**config.mk**
```make
export PLATFORM = sky130hd
export DESIGN_NAME = keyed_watchdog_timer
export DESIGN_NICKNAME = d
export VERILOG_FILES = /design/src/wdog_pkg.sv /design/src/keyed_watchdog_timer.sv /design/src/wdog_pin_pulse.sv /design/src/wdog_tick_gen.sv
export SDC_FILE = /design/constraint.sdc
export NUM_CORES = 1
export LEC_CHECK = 0
export BUFFER_PORTS_ARGS = -buffer_cell sky130_fd_sc_hd__buf_2
export CAP_MARGIN = 20
export CORE_MARGIN = 1.5
export CORE_UTILIZATION = 53
export CTS_CLUSTER_SIZE = 14
export DETAILED_ROUTE_END_ITERATION = 6
export PLACE_DENSITY_LB_ADDON = 0.05
export SYNTH_ARGS = -nofsm -noshare
export SYNTH_HDL_FRONTEND = slang
export SYNTH_SLANG_ARGS = --single-unit
```
**constraint.sdc**
```tcl
create_clock -name core_clk -period 2.3 [get_ports core_clk]
set_clock_uncertainty 0.05 [all_clocks]
set_input_delay 0.46 -clock core_clk [delete_from_list [all_inputs] [get_ports core_clk]]
set_output_delay 0.46 -clock core_clk [all_outputs]
set_load 0.02 [all_outputs]
```
**src/wdog_pkg.sv**
```systemverilog
// Purpose: shared constants for the keyed watchdog timer
// Assumes: 32-bit register bus, one master clock domain
// Notes: offsets are byte addresses; dividers and pin low time in master clock cycles, counter values in ticks

`default_nettype none

package wdog_pkg;
    // Register byte offsets
    localparam logic [7:0] OFS_EXPIRY_MODE = 8'h00;
    localparam logic [7:0] OFS_TICK_MODE = 8'h04;
    localparam logic [7:0] OFS_RELOAD_COMMAND = 8'h08;
    localparam logic [7:0] OFS_EXPIRY_STATUS = 8'h0c;
    localparam logic [7:0] OFS_IRQ_STATUS = 8'h10;
    localparam logic [7:0] OFS_IRQ_MASK = 8'h14;

    // Expiry mode fields
    localparam int BIT_WDOG_ON = 0;
    localparam int BIT_RESET_ON_EXPIRY = 1;
    localparam int BIT_IRQ_ON_EXPIRY = 2;
    localparam int BIT_PIN_PULSE_ON_EXPIRY = 3;
    localparam int EXPIRY_KEY_LSB = 4;
    localparam logic [11:0] EXPIRY_CFG_KEY = 12'h234;

    // Tick mode fields
    localparam int TICK_SEL_LSB = 0;
    localparam int PRELOAD_LSB = 2;
    localparam int TICK_KEY_LSB = 7;
    localparam logic [8:0] TICK_CFG_KEY = 9'h06e;

    // Reload command key
    localparam logic [15:0] RELOAD_KEY = 16'hc071;

    // Counter and reset values
    localparam logic [11:0] PRELOAD_LOW = 12'hfff;
    localparam logic [3:0] EXPIRY_MODE_RESET = 4'h0;
    localparam logic [5:0] TICK_MODE_RESET = 6'h00;
    localparam logic [15:0] COUNT_RESET = 16'hffff;

    // Tick dividers in master clock cycles
    localparam int DIV_SEL0 = 8;
    localparam int DIV_SEL1 = 32;
    localparam int DIV_SEL2 = 128;
    localparam int DIV_SEL3 = 1024;
    localparam int PRESCALE_W = 10;

    // Expiry pin low time
    localparam int PIN_LOW_CYCLES = 8;

    // Interrupt status bits (one per event)
    localparam int IRQ_BIT_EXPIRY = 0;
    localparam int IRQ_BIT_RESTART = 1;
    localparam int IRQ_W = 2;
endpackage

`default_nettype wire

```
**src/keyed_watchdog_timer.sv**
```systemverilog
// Purpose: keyed watchdog timer with AHB-Lite register access
// Assumes: single master, whole-word single transfers, one clock
// Notes: zero wait states; writes take effect at the data-phase edge

`timescale 1ns/1ns
`default_nettype none

module keyed_watchdog_timer
(
    // Clock and reset
    input wire logic core_clk,
    input wire logic arst_n,
    // AHB-Lite slave
    input wire logic hsel,
    input wire logic [7:0] haddr,
    input wire logic [1:0] htrans,
    input wire logic hwrite,
    input wire logic [2:0] hsize,
    input wire logic [31:0] hwdata,
    input wire logic hready,
    output logic [31:0] hrdata,
    output logic hreadyout,
    output logic hresp,
    // Expiry actions
    output logic wdog_reset_req,
    output logic expiry_irq,
    output logic expiry_pin_n,
    // Software interrupt
    output logic irq
);
    // Configuration and state
    logic wdog_on_ff;
    logic reset_on_expiry_ff;
    logic irq_on_expiry_ff;
    logic pin_pulse_on_expiry_ff;
    logic [1:0] tick_source_sel_ff;
    logic [3:0] preload_high_nibble_ff;
    logic [15:0] count_ff;
    logic expired_flag_ff;
    logic [wdog_pkg::IRQ_W-1:0] irq_stat_ff;
    logic [wdog_pkg::IRQ_W-1:0] irq_mask_ff;
    logic wdog_reset_req_ff;
    logic expiry_irq_ff;

    // Bus pipeline
    logic wr_pend_ff;
    logic rd_pend_ff;
    logic [7:0] addr_ff;
    logic addr_take;

    // Events
    logic tick;
    logic overflow;
    logic restart;
    logic wr_expiry_mode;
    logic wr_tick_mode;
    logic wr_irq_status;
    logic wr_irq_mask;
    logic [wdog_pkg::IRQ_W-1:0] irq_events;

    // Register select on the word address, for the pending write data phase and the read address phase
    function automatic logic hit(input logic [7:0] a, input logic [7:0] ofs);
        hit = (a[7:2] == ofs[7:2]);
    endfunction

    // Address phase capture; always ready, always OKAY
    assign addr_take = hsel && hready && htrans[1];
    assign hreadyout = 1'b1;
    assign hresp = 1'b0;

    always_ff @(posedge core_clk or negedge arst_n)
    begin
        if (!arst_n)
        begin
            wr_pend_ff <= 1'b0;
            rd_pend_ff <= 1'b0;
            addr_ff <= '0;
        end
        else if (hready)
        begin
            wr_pend_ff <= addr_take && hwrite;
            rd_pend_ff <= addr_take && !hwrite;
            if (addr_take)
                addr_ff <= haddr;
        end
    end

    // Write strobes: key travels in the same word as the settings; status and mask writes need no key
    assign wr_expiry_mode = wr_pend_ff && hit(addr_ff, wdog_pkg::OFS_EXPIRY_MODE)
        && hwdata[wdog_pkg::EXPIRY_KEY_LSB +: 12] == wdog_pkg::EXPIRY_CFG_KEY;
    assign wr_tick_mode = wr_pend_ff && hit(addr_ff, wdog_pkg::OFS_TICK_MODE)
        && hwdata[wdog_pkg::TICK_KEY_LSB +: 9] == wdog_pkg::TICK_CFG_KEY;
    assign restart = wr_pend_ff && hit(addr_ff, wdog_pkg::OFS_RELOAD_COMMAND)
        && hwdata[15:0] == wdog_pkg::RELOAD_KEY;
    assign wr_irq_status = wr_pend_ff && hit(addr_ff, wdog_pkg::OFS_IRQ_STATUS);
    assign wr_irq_mask = wr_pend_ff && hit(addr_ff, wdog_pkg::OFS_IRQ_MASK);

    // Expiry mode register
    always_ff @(posedge core_clk or negedge arst_n)
    begin
        if (!arst_n)
        begin
            {pin_pulse_on_expiry_ff, irq_on_expiry_ff, reset_on_expiry_ff, wdog_on_ff} <=
                wdog_pkg::EXPIRY_MODE_RESET;
        end
        else if (wr_expiry_mode)
        begin
            wdog_on_ff <= hwdata[wdog_pkg::BIT_WDOG_ON];
            reset_on_expiry_ff <= hwdata[wdog_pkg::BIT_RESET_ON_EXPIRY];
            irq_on_expiry_ff <= hwdata[wdog_pkg::BIT_IRQ_ON_EXPIRY];
            pin_pulse_on_expiry_ff <= hwdata[wdog_pkg::BIT_PIN_PULSE_ON_EXPIRY];
        end
    end

    // Tick mode register
    always_ff @(posedge core_clk or negedge arst_n)
    begin
        if (!arst_n)
            {preload_high_nibble_ff, tick_source_sel_ff} <= wdog_pkg::TICK_MODE_RESET;
        else if (wr_tick_mode)
        begin
            tick_source_sel_ff <= hwdata[wdog_pkg::TICK_SEL_LSB +: 2];
            preload_high_nibble_ff <= hwdata[wdog_pkg::PRELOAD_LSB +: 4];
        end
    end

    // Tick source; the prescaler only runs while enabled
    wdog_tick_gen u_tick
    (
        .core_clk(core_clk),
        .arst_n(arst_n),
        .run(wdog_on_ff),
        .sel(tick_source_sel_ff),
        .tick(tick)
    );

    // Overflow is a tick seen at zero
    assign overflow = tick && wdog_on_ff && count_ff == '0 && !restart;

    // Down counter; restart wins over a tick in the same cycle
    always_ff @(posedge core_clk or negedge arst_n)
    begin
        if (!arst_n)
            count_ff <= wdog_pkg::COUNT_RESET;
        else if (restart)
            count_ff <= {preload_high_nibble_ff, wdog_pkg::PRELOAD_LOW};
        else if (tick && wdog_on_ff)
            count_ff <= count_ff - 1'b1;
    end

    // Expired flag; held until restart clears it
    always_ff @(posedge core_clk or negedge arst_n)
    begin
        if (!arst_n)
            expired_flag_ff <= 1'b0;
        else if (overflow)
            expired_flag_ff <= 1'b1;
        else if (restart)
            expired_flag_ff <= 1'b0;
    end

    // One-cycle action pulses, gated by the enable bit
    always_ff @(posedge core_clk or negedge arst_n)
    begin
        if (!arst_n)
        begin
            wdog_reset_req_ff <= 1'b0;
            expiry_irq_ff <= 1'b0;
        end
        else
        begin
            wdog_reset_req_ff <= overflow && reset_on_expiry_ff;
            expiry_irq_ff <= overflow && irq_on_expiry_ff;
        end
    end

    assign wdog_reset_req = wdog_reset_req_ff;
    assign expiry_irq = expiry_irq_ff;

    // Active-low expiry pin
    wdog_pin_pulse #(.LEN(wdog_pkg::PIN_LOW_CYCLES)) u_pin
    (
        .core_clk(core_clk),
        .arst_n(arst_n),
        .fire(overflow && pin_pulse_on_expiry_ff),
        .pin_n(expiry_pin_n)
    );

    // Sticky interrupt status; a new event wins over write-one-to-clear
    assign irq_events[wdog_pkg::IRQ_BIT_EXPIRY] = overflow;
    assign irq_events[wdog_pkg::IRQ_BIT_RESTART] = restart;

    always_ff @(posedge core_clk or negedge arst_n)
    begin
        if (!arst_n)
            irq_stat_ff <= '0;
        else
            irq_stat_ff <= (irq_stat_ff & ~(wr_irq_status ? hwdata[wdog_pkg::IRQ_W-1:0] : '0)) | irq_events;
    end

    // Interrupt mask
    always_ff @(posedge core_clk or negedge arst_n)
    begin
        if (!arst_n)
            irq_mask_ff <= '0;
        else if (wr_irq_mask)
            irq_mask_ff <= hwdata[wdog_pkg::IRQ_W-1:0];
    end

    assign irq = |(irq_stat_ff & irq_mask_ff);

    // Read data registered at the address phase; keys always read zero
    always_ff @(posedge core_clk or negedge arst_n)
    begin
        if (!arst_n)
            hrdata <= '0;
        else if (addr_take && !hwrite)
        begin
            hrdata <= '0;
            if (hit(haddr, wdog_pkg::OFS_EXPIRY_MODE))
                hrdata[3:0] <= {pin_pulse_on_expiry_ff, irq_on_expiry_ff,
                    reset_on_expiry_ff, wdog_on_ff};
            else if (hit(haddr, wdog_pkg::OFS_TICK_MODE))
                hrdata[5:0] <= {preload_high_nibble_ff, tick_source_sel_ff};
            else if (hit(haddr, wdog_pkg::OFS_EXPIRY_STATUS))
                hrdata[0] <= expired_flag_ff;
            else if (hit(haddr, wdog_pkg::OFS_IRQ_STATUS))
                hrdata[wdog_pkg::IRQ_W-1:0] <= irq_stat_ff;
            else if (hit(haddr, wdog_pkg::OFS_IRQ_MASK))
                hrdata[wdog_pkg::IRQ_W-1:0] <= irq_mask_ff;
        end
    end
endmodule // keyed_watchdog_timer

`default_nettype wire

```
**src/wdog_pin_pulse.sv**
```systemverilog
// Purpose: fixed-length active-low pulse on the expiry pin
// Assumes: master clock only
// Notes: a new trigger during a pulse restarts the full length

`timescale 1ns/1ns
`default_nettype none

module wdog_pin_pulse
#(
    parameter int LEN = wdog_pkg::PIN_LOW_CYCLES
)
(
    // Clock and reset
    input wire logic core_clk,
    input wire logic arst_n,
    // Trigger
    input wire logic fire,
    // Pin
    output logic pin_n
);
    logic [3:0] left_ff;

    // Count down the low time
    always_ff @(posedge core_clk or negedge arst_n)
    begin
        if (!arst_n)
            left_ff <= '0;
        else if (fire)
            left_ff <= 4'(LEN);
        else if (left_ff != '0)
            left_ff <= left_ff - 1'b1;
    end

    // Registered so the pin never glitches
    always_ff @(posedge core_clk or negedge arst_n)
    begin
        if (!arst_n)
            pin_n <= 1'b1;
        else
            pin_n <= !(fire || left_ff > 4'd1);
    end
endmodule // wdog_pin_pulse

`default_nettype wire

```
**src/wdog_tick_gen.sv**
```systemverilog
// Purpose: selectable tick enable for the watchdog counter
// Assumes: master clock only
// Notes: prescaler runs only while enabled, pulse on every Nth cycle

`timescale 1ns/1ns
`default_nettype none

module wdog_tick_gen
(
    // Clock and reset
    input wire logic core_clk,
    input wire logic arst_n,
    // Control
    input wire logic run,
    input wire logic [1:0] sel,
    // Tick out
    output logic tick
);
    logic [wdog_pkg::PRESCALE_W-1:0] presc_ff;
    logic [wdog_pkg::PRESCALE_W-1:0] last;

    // Terminal count for the selected division
    always_comb
    begin
        unique case (sel)
            2'b00: last = (wdog_pkg::PRESCALE_W)'(wdog_pkg::DIV_SEL0 - 1);
            2'b01: last = (wdog_pkg::PRESCALE_W)'(wdog_pkg::DIV_SEL1 - 1);
            2'b10: last = (wdog_pkg::PRESCALE_W)'(wdog_pkg::DIV_SEL2 - 1);
            2'b11: last = (wdog_pkg::PRESCALE_W)'(wdog_pkg::DIV_SEL3 - 1);
        endcase
    end

    // Held at zero while stopped so the first tick is a full period
    always_ff @(posedge core_clk or negedge arst_n)
    begin
        if (!arst_n)
            presc_ff <= '0;
        else if (!run || presc_ff >= last)
            presc_ff <= '0;
        else
            presc_ff <= presc_ff + 1'b1;
    end

    assign tick = run && (presc_ff >= last);
endmodule // wdog_tick_gen

`default_nettype wire
```
; After elaboration in Yosys (flattened, before gate mapping)
; Index checks and enable logic that the tools add are counted.
[totals]
inputBits = 50
wordCells = 93
regBits = 63
out_inout_bits = 38
[classes]
n_eq_ne = 14
n_mux = 17
n_reduce_logical = 35
order_cmp = 2
addsub = 3
n_bitwise = 4
[op_table]
columns = cell, count
row1 = $pmux 10 s4, 1
row2 = $mux 16, 2
row3 = $eq 6x3->1 const B, 4
row4 = $logic_and 1x1->1, 19
row5 = $eq 16x16->1 const B, 1
row6 = $logic_not 16->1, 1
row7 = $mux 4, 4
row8 = $sub 16x1->16 const B, 1
row9 = $eq 12x10->1 const B, 1
row10 = $eq 6x1->1 const B, 2
row11 = $eq 6x2->1 const B, 2
row12 = $logic_not 6->1, 2
row13 = $add 10x1->10 const B, 1
row14 = $ge 10x10->1, 1
row15 = $mux 10, 1
row16 = $mux 2, 5
row17 = $eq 9x7->1 const B, 1
row18 = $reduce_bool 2->1, 3
row19 = $and 2x2->2, 2
row20 = $eq 2x2->1 const B, 2
row21 = $gt 4x1->1 const B, 1
row22 = $logic_not 1->1, 4
row23 = $mux 1, 4
row24 = $reduce_bool 4->1, 1
row25 = other kinds (8), 9

; Logic depth before layout (Yosys ltp)
[logic_depth]
word_depth = 10
mapped_depth = 9

; Hierarchy
; From an unflattened synthesis, not the netlist that was laid out.
[hier_totals]
cells_unflattened = 303
hier_area_um2 = 3320.7
[by_module_without_submodules]
columns = module, cells_each, instances, area_each_um2
row1 = keyed_watchdog_timer, 219, 1, 2426.1
row2 = wdog_tick_gen, 59, 1, 624.3
row3 = wdog_pin_pulse, 25, 1, 270.3

; Least setup slack after synthesis
; Ideal clock, no wire load.
[synth_path]
path_kind = in2reg
startpoint = in hwdata[7]
endpoint = reg preload_high_nibble_ff[0]
arrival_ns = 1.993
slack_ns = 0.132
setup_time_ns = 0.125
required_ns = 2.125
stages = 5
path_cell_list = or3_1 -> or4_1 -> or2_1 -> buf_2 -> mux2_4
[synth_between]
elab_chain_cells = 2
[synth_lines]
columns = element, line
row1 = "start, declared", keyed_watchdog_timer.sv:19  ; input wire logic [31:0] hwdata,
row2 = $eq 9x7->1, keyed_watchdog_timer.sv:92  ; && hwdata[wdog_pkg::TICK_KEY_LSB +: 9] == wdog_pkg::TICK_CFG_KEY;
row3 = $logic_and 1x1->1, keyed_watchdog_timer.sv:92
row4 = "end signal, assigned", keyed_watchdog_timer.sv:119  ; {preload_high_nibble_ff, tick_source_sel_ff} <= wdog_pkg::TICK_MODE_RESET;
row5 = "end signal, assigned", keyed_watchdog_timer.sv:123  ; preload_high_nibble_ff <= hwdata[wdog_pkg::PRELOAD_LSB +: 4];
row6 = "end, declared", keyed_watchdog_timer.sv:37  ; logic [3:0] preload_high_nibble_ff;
; Every way passes these cells.
; A chain may end at the register's enable or synchronous reset.

; Final worst setup path
[layout_path]
startpoint = reg addr_ff[4]
endpoint = reg preload_high_nibble_ff[0]
[layout_between]
elab_chain_cells = 3
[layout_lines]
columns = element, line
row1 = "start, declared", keyed_watchdog_timer.sv:48  ; logic [7:0] addr_ff;
row2 = "start signal, assigned", keyed_watchdog_timer.sv:84  ; addr_ff <= haddr;
row3 = $eq 6x1->1, keyed_watchdog_timer.sv:63  ; hit = (a[7:2] == ofs[7:2]);
row4 = $logic_and 1x1->1, keyed_watchdog_timer.sv:91  ; assign wr_tick_mode = wr_pend_ff && hit(addr_ff, wdog_pkg::OFS_TICK_MODE)
row5 = $logic_and 1x1->1, keyed_watchdog_timer.sv:92
; Every way passes these cells.

==> run_results.csv <==
group,metric,value,unit
grt,antenna_found_initial,0,
synth,syn_area,3420,um2
grt,grt_max_degree,24,
timing,fin_crit_sh,0.978,
grt,gr-total-overflow,0,
critical_path,crit_required,2.47,ns
grt,grt_first_pass_wirelength,11.1,mm
grt,grtUsageTotal,0.202,
critical_path,worst_ep_arrival_time,2.42,ns
die,die_area,6950,um2
synth,syn_area_per_cell,10.4,um2
power,vdd_drop_max,391,uV
timing,setup_viol,0,
synth,synth_commonest_cells,"dfrtp_1 (44), nand2_1 (34), nor2_1 (31), buf_4 (28), dfstp_2 (17)",
cts,cts_buffer_depth,2,
synth,synth_area_leaders,"dfrtp_1 (32%), dfstp_2 (13%), buf_4 (6.1%)",
critical_path,timing.rr.start,"addr_ff[4]",
power,leakagePower,1.81,nW
route,drc_errors,0,
die,start_util,0.545,
critical_path,cp_max_fo,6,
critical_path,reg2reg_depth,4,
cells_and_area,synthToLayoutAreaGrowth,14.8,%
route,drtIter0Drc,69,
critical_path,cp-start-kind,"flop",
cts,cts_resized,0,
timing,worstMarginPinSlew,0.491,ns
timing,hold_viol_final,0,
critical_path,r2r-end,"preload_high_nibble_ff[0]",
timing,slew_headroom,0.669,
die,placementRows,29,
placed_design,place_area,3690,um2
synth,yosysMostFrequentCell,"dfrtp_1",
synth,synth_top_area_share,0.322,
grt,grt_pass1_vias,2387,
cts,path_clk_slew,0.07,ns
cells_and_area,fin_util,0.626,
placed_design,portBuffers,37,
die,dieHeight,83.4,um
grt,use_met3,0.0437,
critical_path,r2r_slack,0.05,ns
grt,use_met1,0.275,
synth,postSynthCellCount,330,
placed_design,hpwl,4.68,mm
timing,drv_slew,0,
cts,cts_setup_buffers,0,
grt,use_met2,0.310,
synth,yosys.area.top_type,"dfrtp_1",
cts,clock_sinks,61,
cts,insertion_delay,0.34,ns
run,drv_cap,0,
route,dr.pass1.iters,4,
cells_and_area,finalInstanceArea,3930,um2
timing,timing.fmax,0.445,GHz
synth,synth-edff-count,0,
route,wl_per_cell,13.9,um
cts,cts_buffers,9,
route,drt-total-wl,6.49,mm
status,status,"completed",
die,core-area,6280,um2
critical_path,crit_type,"flop to flop",
power,cellPowerDensity,556,nW/um2
route,vias,2415,
timing,min_period,2.25,ns
placed_design,place.gp.congestion,0.818,
synth,yosysUniqueCellTypes,48,
route,routed_via_density,5.16,
cts,cts_tree,"built",
die,pin_count,88,
cells_and_area,drive_gt1_frac,0.315,
synth,synth-main-ff-cell,"dfrtp_1",
cells_and_area,antenna_cells,0,
route,ant_nets,0,
timing,rsz0062_at_grt,"yes",
critical_path,setup.worst_path.start,"addr_ff[4]",
synth,async_flop_share,1.00,
grt,globalRoute.busiestLayer,"met2",
synth,yosys_warnings,0,
cts,hold_buffers,0,
hold_path,min_path_type,"input port to async pin",
die,die_x,83.4,um
critical_path,worstSetupEndpointType,"flop",
cts,root_buffer,"clkbuf_8",
cts,cts_max_level,3,
synth,ys_seq_area_frac,0.452,
synth,synth_seq_cells,61,
cells_and_area,fin_nets,446,
==> cells in the final DEF (no fill, tap or decap), types with 4 or more instances in the layout <==
cell,synthesis,routed
dfrtp_1,44,44
buf_2,2,37
nand2_1,34,33
nor2_1,31,30
conb_1,2,28
dfstp_2,17,17
xnor2_1,15,15
buf_4,28,15
inv_1,14,14
clkbuf_8,0,11
o21ai_0,11,10
mux2_2,10,10
nand3_1,9,9
a21oi_1,9,9
nor3_1,8,8
xor2_1,7,7
nand2b_1,7,7
nand4b_1,7,7
ha_1,10,7
mux2_4,6,6
or3_1,5,5
clkinv_2,0,5
nand4_1,4,4
nor4_1,4,4
o21a_1,4,4
==> cell type report <==
class / instances / area (um2)
well taps: 77 / 96.3
repair buffers: 54 / 329
inverters: 14 / 52.6
multi-input cells: 246 / 1730
clock buffers: 11 / 151
flip-flops and latches: 61 / 1550
clock inverters: 5 / 25.0
fillers: 538 / 2350
==> metrics by stage <==
stage | power (mW) | setup TNS, ns | hold WS (ns) | worst slack [ns] | instances
finish | 2.18 | 0 | 0.0200 | 0.0510 | 468
global route | 2.28 | -0.0475 | 0.0622 | -0.0223 | 468
CTS | 2.21 | 0 | 0.0341 | 0.0577 | 468
detailed placement | 1.35 | -0.232 | 0.402 | -0.0392 | 452
global placement | 1.35 | -0.253 | 0.401 | -0.0428 | 452
floorplan | 1.30 | 0 | 0.114 | 0.132 | 356
==> registers in the layout (all words and copies together), names as in the netlist <==
register                cells
irq_stat_ff                 2
wdog_on_ff                  1
u_pin.left_ff               4
tick_source_sel_ff          2
u_tick.presc_ff            10
hrdata                      6
irq_mask_ff                 2
expired_flag_ff             1
count_ff                   16
irq_on_expiry_ff            1
preload_high_nibble_ff      4
pin_pulse_on_expiry_ff      1
expiry_irq                  1
reset_on_expiry_ff          1
wr_pend_ff                  1
wdog_reset_req              1
addr_ff                     6
u_pin.pin_n                 1
==> per-layer routing <==
metal,vias to the layer above,wire [um]
met3,8,245
met1,1155,3100
met2,53,3030
met5,-,0
met4,0,119
li1,1199,-
==> critical path, cell delays in order (launching register included) <==
cell and delay [ns]:
dfrtp_1 0.41, or3_1 0.39, or4_1 0.52, or2_1 0.41
mux2_4 0.35
==> power by group <==
group	switching [mW]	internal, mW	total [mW]
Combinational	0.119	0.0707	0.190
Clock	0.412	0.439	0.851
Sequential	0.0301	1.11	1.14
Total	0.561	1.62	2.18
==> how the worst max path moves through the flow <==
| stage | to | depth (start not counted) |
|---|---|---|
| 2_1_floorplan | preload_high_nibble_ff[0] | 5 |
| 3_3_place_gp | tick_source_sel_ff[1] | 5 |
| 3_5_place_dp | preload_high_nibble_ff[1] | 5 |
| 4_1_cts | count_ff[11] | 9 |
| 5_1_grt | count_ff[15] | 9 |
| 6_report | preload_high_nibble_ff[0] | 4 |
==> logic make-up (layout without fill, tap and decap cells) <==
group                      count (synthesis)  after routing  synth area share
AOI/OAI and AO/OA                         37             37            0.0750
xor gates and xnor gates                  22             22            0.0563
adders and majority gates                 10             10            0.0366
buffers and inverters                     49             84            0.0896
DFF                                       61             61             0.452
muxes                                     17             17            0.0669
other                                      2             28           0.00219
and+or+nand+nor                          132            132             0.221
Note: power is estimated with default switching activity, not from simulation.
